## config.mk

```make
export PLATFORM = sky130hd
export DESIGN_NAME = stepper_indexer_control
export DESIGN_NICKNAME = d
export VERILOG_FILES = /design/src/core/stepper_indexer_pkg.sv /design/src/core/stepper_indexer_control.sv
export VERILOG_INCLUDE_DIRS = /design/src /design/src/core
export SDC_FILE = /design/constraint.sdc
export NUM_CORES = 1
export LEC_CHECK = 0
export BUFFER_PORTS_ARGS = -buffer_cell sky130_fd_sc_hd__buf_2
export CORE_ASPECT_RATIO = 0.5
export CORE_MARGIN = 10
export CORE_UTILIZATION = 50
export CTS_CLUSTER_SIZE = 20
export DETAILED_ROUTE_END_ITERATION = 12
export GPL_TIMING_DRIVEN = 0
export MAX_ROUTING_LAYER = met4
export PLACE_DENSITY = 0.75
export SYNTH_ARGS = -nofsm -noshare
export SYNTH_HDL_FRONTEND = slang
export SYNTH_SLANG_ARGS = --single-unit
```

## constraint.sdc

```tcl
create_clock -name pclk -period 3.5 [get_ports pclk]
set_clock_uncertainty 0.05 [all_clocks]
set_input_delay 0.175 -clock pclk [delete_from_list [all_inputs] [get_ports pclk]]
set_output_delay 0.175 -clock pclk [all_outputs]
set_load 0.005 [all_outputs]
```

## src/core/stepper_indexer_cfg.svh

```systemverilog
// constants of the stepper indexer control block
`ifndef STEPPER_INDEXER_CFG_SVH
`define STEPPER_INDEXER_CFG_SVH

// ****************************************
// register map (byte addresses)
// ****************************************
`define REG_STATUS      8'h00
`define REG_CONTROL     8'h04
`define REG_STEPCOUNT   8'h08

// ****************************************
// status field positions
// ****************************************
`define ST_INDEX_LSB    0
`define ST_OC_BIT       8
`define ST_HOT_BIT      9
`define ST_UV_BIT       10
`define ST_SLEEP_BIT    11
`define ST_BRIDGE_BIT   12
`define ST_RESET_BIT    13

// ****************************************
// reset values and table
// ****************************************
`define HOME_INDEX      7'h10
`define FAULT_IDLE      1'b1

// ****************************************
// timing
// ****************************************
`define CLK_PERIOD_NS   25
`define OC_TIME_NS      3000
`define OC_QUAL_CYCLES  ((`OC_TIME_NS + `CLK_PERIOD_NS - 1) / `CLK_PERIOD_NS)
`define HOT_TRIP_DEGC   150

`endif

```

## src/core/stepper_indexer_pkg.sv

```systemverilog
// types of the stepper indexer control block
`include "stepper_indexer_cfg.svh"

package stepper_indexer_pkg;

  // power state of the device
  typedef enum logic [1:0] {
    run_state,
    sleep_state,
    lockout_state
  } power_type;

  // whole registered state of the block
  typedef struct packed {
    logic [6:0]  step_index;
    logic        step_prev;
    logic [15:0] oc_count;
    logic [15:0] oc_qual;
    logic        oc_latched;
    logic [15:0] step_count;
    power_type   power;
    logic        bridge_enable;
    logic        charge_pump_run;
    logic        regulator_on;
    logic        clocks_run;
    logic        fault_flag_low;
    logic [31:0] prdata;
    logic        pready;
    logic        pslverr;
  } state_type;

endpackage

```

## src/core/stepper_indexer_control.sv

```systemverilog
// indexer, enable/sleep/reset and protection logic with apb status
`timescale 1ns/1ps
`default_nettype none
`include "stepper_indexer_cfg.svh"

module stepper_indexer_control
  import stepper_indexer_pkg::*;
#(
  parameter int ADDR_WIDTH = 8,
  parameter int FET_COUNT  = 8
) (
  input  wire logic                  pclk,
  input  wire logic                  presetn,
  input  wire logic                  ce,
  input  wire logic                  psel,
  input  wire logic                  penable,
  input  wire logic                  pwrite,
  input  wire logic [ADDR_WIDTH-1:0] paddr,
  input  wire logic [31:0]           pwdata,
  output var  logic [31:0]           prdata,
  output var  logic                  pready,
  output var  logic                  pslverr,
  input  wire logic                  logic_reset_low,
  input  wire logic                  output_enable_low,
  input  wire logic                  sleep_request_low,
  input  wire logic                  step_pulse,
  input  wire logic                  direction_fwd,
  input  wire logic [2:0]            step_mode,
  input  wire logic [FET_COUNT-1:0]  fet_current_limit,
  input  wire logic                  thermal_hot,
  input  wire logic                  undervoltage_lockout,
  output var  logic                  bridge_enable,
  output var  logic                  charge_pump_run,
  output var  logic                  internal_regulator_out,
  output var  logic                  clocks_run,
  output var  logic                  fault_flag_low,
  output var  logic [6:0]            step_index
);

  // ****************************************
  // elaboration checks
  // ****************************************
  generate
    if (ADDR_WIDTH < 8 || ADDR_WIDTH > 32) begin : g_bad_addr
      $error("ADDR_WIDTH must be 8 to 32");
    end
    if (FET_COUNT < 1) begin : g_bad_fet
      $error("FET_COUNT must be at least 1");
    end
  endgenerate

  // ****************************************
  // state and reset value
  // ****************************************
  localparam state_type RESET_STATE = '{
    step_index      : `HOME_INDEX,
    step_prev       : 1'b0,
    oc_count        : 16'h0000,
    oc_qual         : 16'(`OC_QUAL_CYCLES),
    oc_latched      : 1'b0,
    step_count      : 16'h0000,
    power           : lockout_state,
    bridge_enable   : 1'b0,
    charge_pump_run : 1'b0,
    regulator_on    : 1'b0,
    clocks_run      : 1'b0,
    fault_flag_low  : `FAULT_IDLE,
    prdata          : 32'h0000_0000,
    pready          : 1'b0,
    pslverr         : 1'b0
  };

  state_type r;
  state_type next_r;

  logic [6:0] step_incr;
  logic [6:0] step_target;
  logic       limit_any;
  logic       step_rise;
  logic       step_ok;
  logic [7:0] reg_addr;
  logic [31:0] addr_full;
  logic        addr_high;

  // ****************************************
  // indexer step size and target
  // ****************************************
  always_comb begin
    // coarser modes jump by powers of two across the 128-entry table
    case (step_mode)
      3'd0:    step_incr = 7'h20;
      3'd1:    step_incr = 7'h10;
      3'd2:    step_incr = 7'h08;
      3'd3:    step_incr = 7'h04;
      3'd4:    step_incr = 7'h02;
      default: step_incr = 7'h01;
    endcase
  end

  // modulo-128 arithmetic gives circular wrap in both directions
  assign step_target = direction_fwd ? r.step_index + step_incr
                                     : r.step_index - step_incr;
  assign limit_any   = |fet_current_limit;
  assign step_rise   = step_pulse && !r.step_prev;
  assign reg_addr    = paddr[7:0];
  // zero-extend so the upper-bit test also holds for an 8-bit bus
  assign addr_full   = 32'(paddr);
  assign addr_high   = (addr_full[31:8] != 24'h00_0000);

  // steps count only when the bridges could legally drive
  assign step_ok = logic_reset_low && !output_enable_low
                && !r.oc_latched && !thermal_hot;

  // ****************************************
  // next-state logic
  // ****************************************
  always_comb begin
    next_r = r;
    // edge detector tracks the pin in every power state, so a level
    // already high at wake or release does not count as a step
    next_r.step_prev = step_pulse;

    if (undervoltage_lockout) begin
      // supply loss clears the overcurrent latch as well
      next_r.power           = lockout_state;
      next_r.step_index      = `HOME_INDEX;
      next_r.oc_latched      = 1'b0;
      next_r.oc_count        = 16'h0000;
      next_r.bridge_enable   = 1'b0;
      next_r.charge_pump_run = 1'b0;
      next_r.regulator_on    = 1'b0;
      next_r.clocks_run      = 1'b0;
      next_r.fault_flag_low  = `FAULT_IDLE;
    end else if (!sleep_request_low) begin
      // clocks halted: indexer, timer and fault all frozen
      next_r.power           = sleep_state;
      next_r.bridge_enable   = 1'b0;
      next_r.charge_pump_run = 1'b0;
      next_r.regulator_on    = 1'b0;
      next_r.clocks_run      = 1'b0;
    end else begin
      next_r.power           = run_state;
      next_r.charge_pump_run = 1'b1;
      next_r.regulator_on    = 1'b1;
      next_r.clocks_run      = 1'b1;
      if (!logic_reset_low) begin
        // reset input and supply loss are the only exits from a latched overcurrent
        next_r.step_index = `HOME_INDEX;
        next_r.oc_latched = 1'b0;
        next_r.oc_count   = 16'h0000;
      end else begin
        // qualify the current limit before shutting the bridges; a glitch
        // shorter than the qualification time restarts the count from zero
        if (!limit_any) begin
          next_r.oc_count = 16'h0000;
        end else if (r.oc_count >= r.oc_qual) begin
          next_r.oc_latched = 1'b1;
        end else begin
          next_r.oc_count = r.oc_count + 16'h0001;
        end
        if (step_rise && step_ok) begin
          next_r.step_index = step_target;
          next_r.step_count = r.step_count + 16'h0001;
        end
      end
      // thermal comparator trips near HOT_TRIP_DEGC and self-clears
      next_r.fault_flag_low = !(next_r.oc_latched || thermal_hot);
      next_r.bridge_enable  = logic_reset_low && !output_enable_low
                           && !next_r.oc_latched && !thermal_hot;
    end

    // apb: answer in the access cycle, no wait states
    next_r.pready = psel && !penable;
    if (psel && !penable) begin
      next_r.pslverr = 1'b0;
      case (reg_addr)
        `REG_STATUS: begin
          next_r.prdata = {18'h0_0000,
                           !logic_reset_low,
                           r.bridge_enable,
                           r.power == sleep_state,
                           undervoltage_lockout,
                           thermal_hot,
                           r.oc_latched,
                           1'b0,
                           r.step_index};
        end
        `REG_CONTROL: begin
          next_r.prdata = {16'h0000, r.oc_qual};
        end
        `REG_STEPCOUNT: begin
          next_r.prdata = {16'h0000, r.step_count};
        end
        default: begin
          next_r.prdata  = 32'h0000_0000;
          next_r.pslverr = 1'b1;
        end
      endcase
      // upper address bits alias nothing, so they are refused outright
      if (addr_high) begin
        next_r.prdata  = 32'h0000_0000;
        next_r.pslverr = 1'b1;
      end
    end else if (!psel) begin
      next_r.pslverr = 1'b0;
    end
    // writes land only at the completing access edge
    if (psel && penable && r.pready && pwrite && !r.pslverr
        && reg_addr == `REG_CONTROL) begin
      next_r.oc_qual = pwdata[15:0];
    end
  end

  // ****************************************
  // state register
  // ****************************************
  always_ff @(posedge pclk or negedge presetn) begin
    if (!presetn) begin
      r <= RESET_STATE;
    end else if (ce) begin
      r <= next_r;
    end
  end

  // outputs straight from the state flops
  assign prdata                 = r.prdata;
  assign pready                 = r.pready;
  assign pslverr                = r.pslverr;
  assign bridge_enable          = r.bridge_enable;
  assign charge_pump_run        = r.charge_pump_run;
  assign internal_regulator_out = r.regulator_on;
  assign clocks_run             = r.clocks_run;
  assign fault_flag_low         = r.fault_flag_low;
  assign step_index             = r.step_index;
endmodule

`default_nettype wire

```

# Yosys cells after proc, flatten, opt, wreduce, memory -nomap -nowiden
# Cells that the tools add are included.
dict set report op_classes {
  addsub 4
  magnitude_cmp 1
  n_eq_ne 10
  mux 27
  bitwise_logic 1
  n_reduce_logical 35
}
# op count
set op_table {}
lappend op_table {{$mux W16} 7}
lappend op_table {{$pmux W16 S3} 1}
lappend op_table {{$mux W7} 6}
lappend op_table {{$add A16 B1 Y16 const B} 2}
lappend op_table {{$pmux W6 S5} 1}
lappend op_table {{$mux W17} 1}
lappend op_table {{$ge A16 B16 Y1} 1}
lappend op_table {{$logic_and A1 B1 Y1} 13}
lappend op_table {{$mux W1} 10}
lappend op_table {{$logic_not A1 Y1} 9}
lappend op_table {{$eq A8 B3 Y1 const B} 1}
lappend op_table {{$eq A8 B4 Y1 const B} 1}
lappend op_table {{$logic_not A8 Y1} 1}
lappend op_table {{$reduce_and A2 Y1} 4}
lappend op_table {{$reduce_or A8 Y1} 1}
lappend op_table {{$add A7 B7 Y7} 1}
lappend op_table {{$sub A7 B7 Y7} 1}
lappend op_table {{$eq A3 B2 Y1 const B} 2}
lappend op_table {{$reduce_and A3 Y1} 2}
lappend op_table {{$mux W5} 1}
lappend op_table {{$reduce_and A5 Y1} 1}
lappend op_table {{$ne A4 B4 Y1 const B} 1}
lappend op_table {{$eq A3 B1 Y1 const B} 1}
lappend op_table {{$eq A3 B3 Y1 const B} 1}
lappend op_table {{other kinds (8)} 8}
dict set report totals {
  ff_bits 98
  out_inout_bits 46
}

# Longest topological paths before layout
dict set report depth {
  ltp_word 11
  depth_mapped 9
  mapped_depth_nobuf 8
}

# Worst setup path after synthesis
# Ideal clock, no wire load.
dict set report synth_timing {
  kind {register -> register}
  from {reg r[63] (netlist bit)}
  to {reg r[78] (netlist bit)}
  setup_time_ns 0.078
  arrival_ns 2.088
  required_ns 3.372
  slack_ns 1.284
  path_stages_with_launch 9
  n_path_buf 1
  period_less_slack_ns 2.216
  cell_sequence {dfstp_2 > inv_1 > ha_1 > a21o_1 > a31oi_1 > o32ai_2 > buf_6 > or4_1 > a21boi_1}
}
dict set report synth_via {
  elab_chain_cells 3
}
# element line
set synth_rtl {}
lappend synth_rtl {{start, declared} stepper_indexer_control.sv:73} ;# state_type r;
lappend synth_rtl {{start signal, assigned} stepper_indexer_control.sv:221} ;# r <= next_r;
lappend synth_rtl {{$ge A16 B16 Y1} stepper_indexer_control.sv:156} ;# end else if (r.oc_count >= r.oc_qual) begin
lappend synth_rtl {{$ne A4 B4 Y1 (no line)} -}
lappend synth_rtl {{$reduce_and A3 Y1 (no line)} -}
# Every way passes these cells.
# A chain may end at the register's enable or synchronous reset.

# Final worst setup path
dict set report layout_timing {
  from {reg r[63] (netlist bit)}
  to {reg r[88] (netlist bit)}
}
# The elaborated chain is that of the path after synthesis.

==> metrics.md <==
| Metric | Value |
|---|---|
| Outcome | completed |
| Met1 Usage GRT | 21.68% |
| Max FO, Critical Path | 10 |
| Die Area | 14510 sq um |
| DRC violations left | 0 |
| Port bufs | 73 |
| Max Cap Viol | 0 |
| Tmin final | 2.508 ns |
| Sequential area share after synthesis | 40.66% |
| Placed insts | 760 |
| H-tree Lvls | 3 |
| Core occupancy in the finished layout | 63.25% |
| Fin cells | approximately 790 |
| Most common cell after layout, fill and taps aside | buf_2 |
| Dpl cell area | 5565 sq um |
| Synthesized cell area | 4945 sq um |
| Post-synth ARST share | 100.0% |
| RR Startpoint | r[63] |
| Initial Util | 51.83% |
| Yosys reg bits | 80 |
| DR vias/cell | approximately 5.3 |
| Final HPWL DP | around 9700 um |
| Largest net degree at the start of global routing | 72 |
| Largest cells by area after synthesis | dfrtp_1 37%, buf_4 6.4%, ha_1 6.3% |
| Die width | 160.6 um |
| Row count | 25 |
| Worst setup EP type | flip-flop |
| Power per Cell Area | 406.1 nW/um^2 |
| CP Class | flip-flop to flip-flop |
| Mean Syn Cell Area | 9.225 sq um |
| TNS Setup | 0 ns |
| CTS Sinks | 80 |
| Via count | roughly 4100 |
| DRT Wirelength | 12770 um |
| Worst Setup SP | r[63] |
| Total Routing Usage GR | 18.42% |
| CTS tree | done |
| Final hold vios | 0 |
| Clk Latency, worst-skew pair | around 0.34 ns |
| Final ANT Viol Nets | 0 |
| First-pass GRT wire length | 21440 um |
| Dpl ws | 1.036 ns |
| Post-synth top area cell | dfrtp_1 |
| Worst-path clk slew | 0.06 ns |
| Hold crit path type | input port to flip-flop |
| Placer congestion estimate | 0.8670 |
| Max Root-Sink Buffers | 2 |
| Worst slew margin | 57.50% |
| PostCTS Resize Cnt | 0 |
| Number of synthesized flops with an enable pin | 0 |
| Die H | 90.32 um |
| Slew of the pin with the lowest slew margin | approximately 0.63 ns |
| Met3 usage | 4.504% |
| Grt ovf | 0 |
| Layout overhead on the synthesized area | 22.04% |
| Final Worst Setup Slack | 0.9917 ns |
| Finish-stage setup viols | 0 |
| Maximum vdd ir drop | around 0.00025 V |
| Met2 GRT Util | roughly 31% |
| Tcrit/Tclk final | slightly above 70% |
| Clock root cell | clkbuf_16 |
| Yosys cell types | 57 |
| Mapped Cells | 536 |
| DRT Pass-1 Iters | 4 |
| Startpoint Class | flip-flop |
| RSZ-0062 raised after global routing | false |
| Crit path required time | 3.72 ns |
| Initial antenna violation count | 0 |
| Final nets | about 740 |
| Slew Limit Fails | 0 |
| I/O pin count | 110 |
| Static leakage | 3.074 nW |
| Gr busiest metal | met2 |
| Share of the synthesized area in the top cell type | 36.94% |
| Antenna cells | 0 |
| YS warnings | 0 |
| WP data arrival | 2.73 ns |
| Iteration-0 DRC Markers | roughly 240 |
| Share of layout cells above drive strength 1 | 24.88% |
| Wire per inst | 16.24 um |
| Max Freq | about 400 MHz |
| Core Footprint | around 9500 sq um |
| Vias in the first global route | 4308 |
| Fin area | 6035 sq um |
| Synth Flop Type | dfrtp_1 |
| Cts bufs inserted | 9 |
| Commonest cells after routing, fill and taps aside | 79 x buf_2, 73 x dfrtp_1, 70 x nand2_1 |
| HP Start | pwdata[6] |
-- critical path: stages (launching register included) --
cell and delay [ns]:
dfstp_2 0.56, inv_1 0.06, ha_1 0.30, a21o_1 0.16, a31oi_1 0.30, o32ai_2 0.16
buf_6 0.17, buf_4 0.17, nor3_1 0.29, mux2i_1 0.21
-- cells by family (layout without fill, tap and decap cells) --
group           after synthesis  count (layout)  synth area share [%]
xor+xnor                     20              20                 3.543
mux                          29              29                 5.997
simple gates                183             183                 18.60
buf+inv                      87             187                 10.27
compound gates              110             110                 14.12
fa+ha+maj                    26              26                 6.731
other cells                   1              16               0.07584
flops                        80              80                 40.66
-- cell type report --
| cell class | count | area, sq um |
|---|---|---|
| fillers | 799 | 3506 |
| multi-input cells | 384 | 2482 |
| flip-flops and latches | 80 | 2011 |
| repair buffers | 84 | 495.5 |
| plain buffers | 65 | 425.4 |
| clock buffers | 10 | 239.0 |
| well taps | 135 | 168.9 |
| clock inverters | 6 | 130.1 |
| inverters | 22 | 82.58 |
-- worst paths after layout --
check | end | slack (ns) | depth (start not counted)
setup / recovery | r[88] | 0.99 | 9
hold / removal | r[64] | 0.01 | 3
setup reg to reg | r[88] | 0.99 | 9
hold reg to reg | r[56] | 0.42 | 1
max in group asynchronous | step_index[4] | 2.63 | 3
min in group asynchronous | r[78] | 0.15 | 2
-- registers in the layout, summed over array words and instances, names as in the netlist --
signal	flops
r	52
fault_flag_low	1
pslverr	1
pready	1
bridge_enable	1
prdata	16
charge_pump_run	1
step_index	7
-- metal layers --
metal | vias to the layer above | routed length (um)
met4 | 0 | 140
met5 | - | 0
met3 | 13 | 764
li1 | 2036 | -
met2 | 112 | 6403
met1 | 1977 | 5459
-- power breakdown --
group / internal, mW / leakage, nW / switching (mW) / total [mW]
combinational: 0.148 / 1.87 / 0.159 / 0.306
sequential: 0.955 / 1.02 / 0.0306 / 0.985
clock: 0.786 / 0.182 / 0.373 / 1.16
-- stage by stage --
step	hold WS (ns)	power, mW
global placement	0.3278	1.285
global route	0.004734	2.545
detailed placement	-0.02626	1.296
floorplan	-0.1706	1.177
CTS	0.002298	2.462
finish	0.009636	2.451
-- synthesized netlist by cell type, types with 12 or more instances --
cell type	n
a21oi_1	22
buf_4	42
clkbuf_1	13
dfrtp_1	73
ha_1	25
inv_1	22
mux2i_1	24
nand2_1	70
nand2b_1	13
nor2_1	27
nor3_1	16
o21ai_0	45
o31ai_1	12
-- repair_timing --
item | in CTS | in global routing
buffers inserted | 0 | 0
hold buffers | 10 | 0
hold endpoints to repair | 82 | 0
No activity file was read; power rests on OpenSTA's default activity.
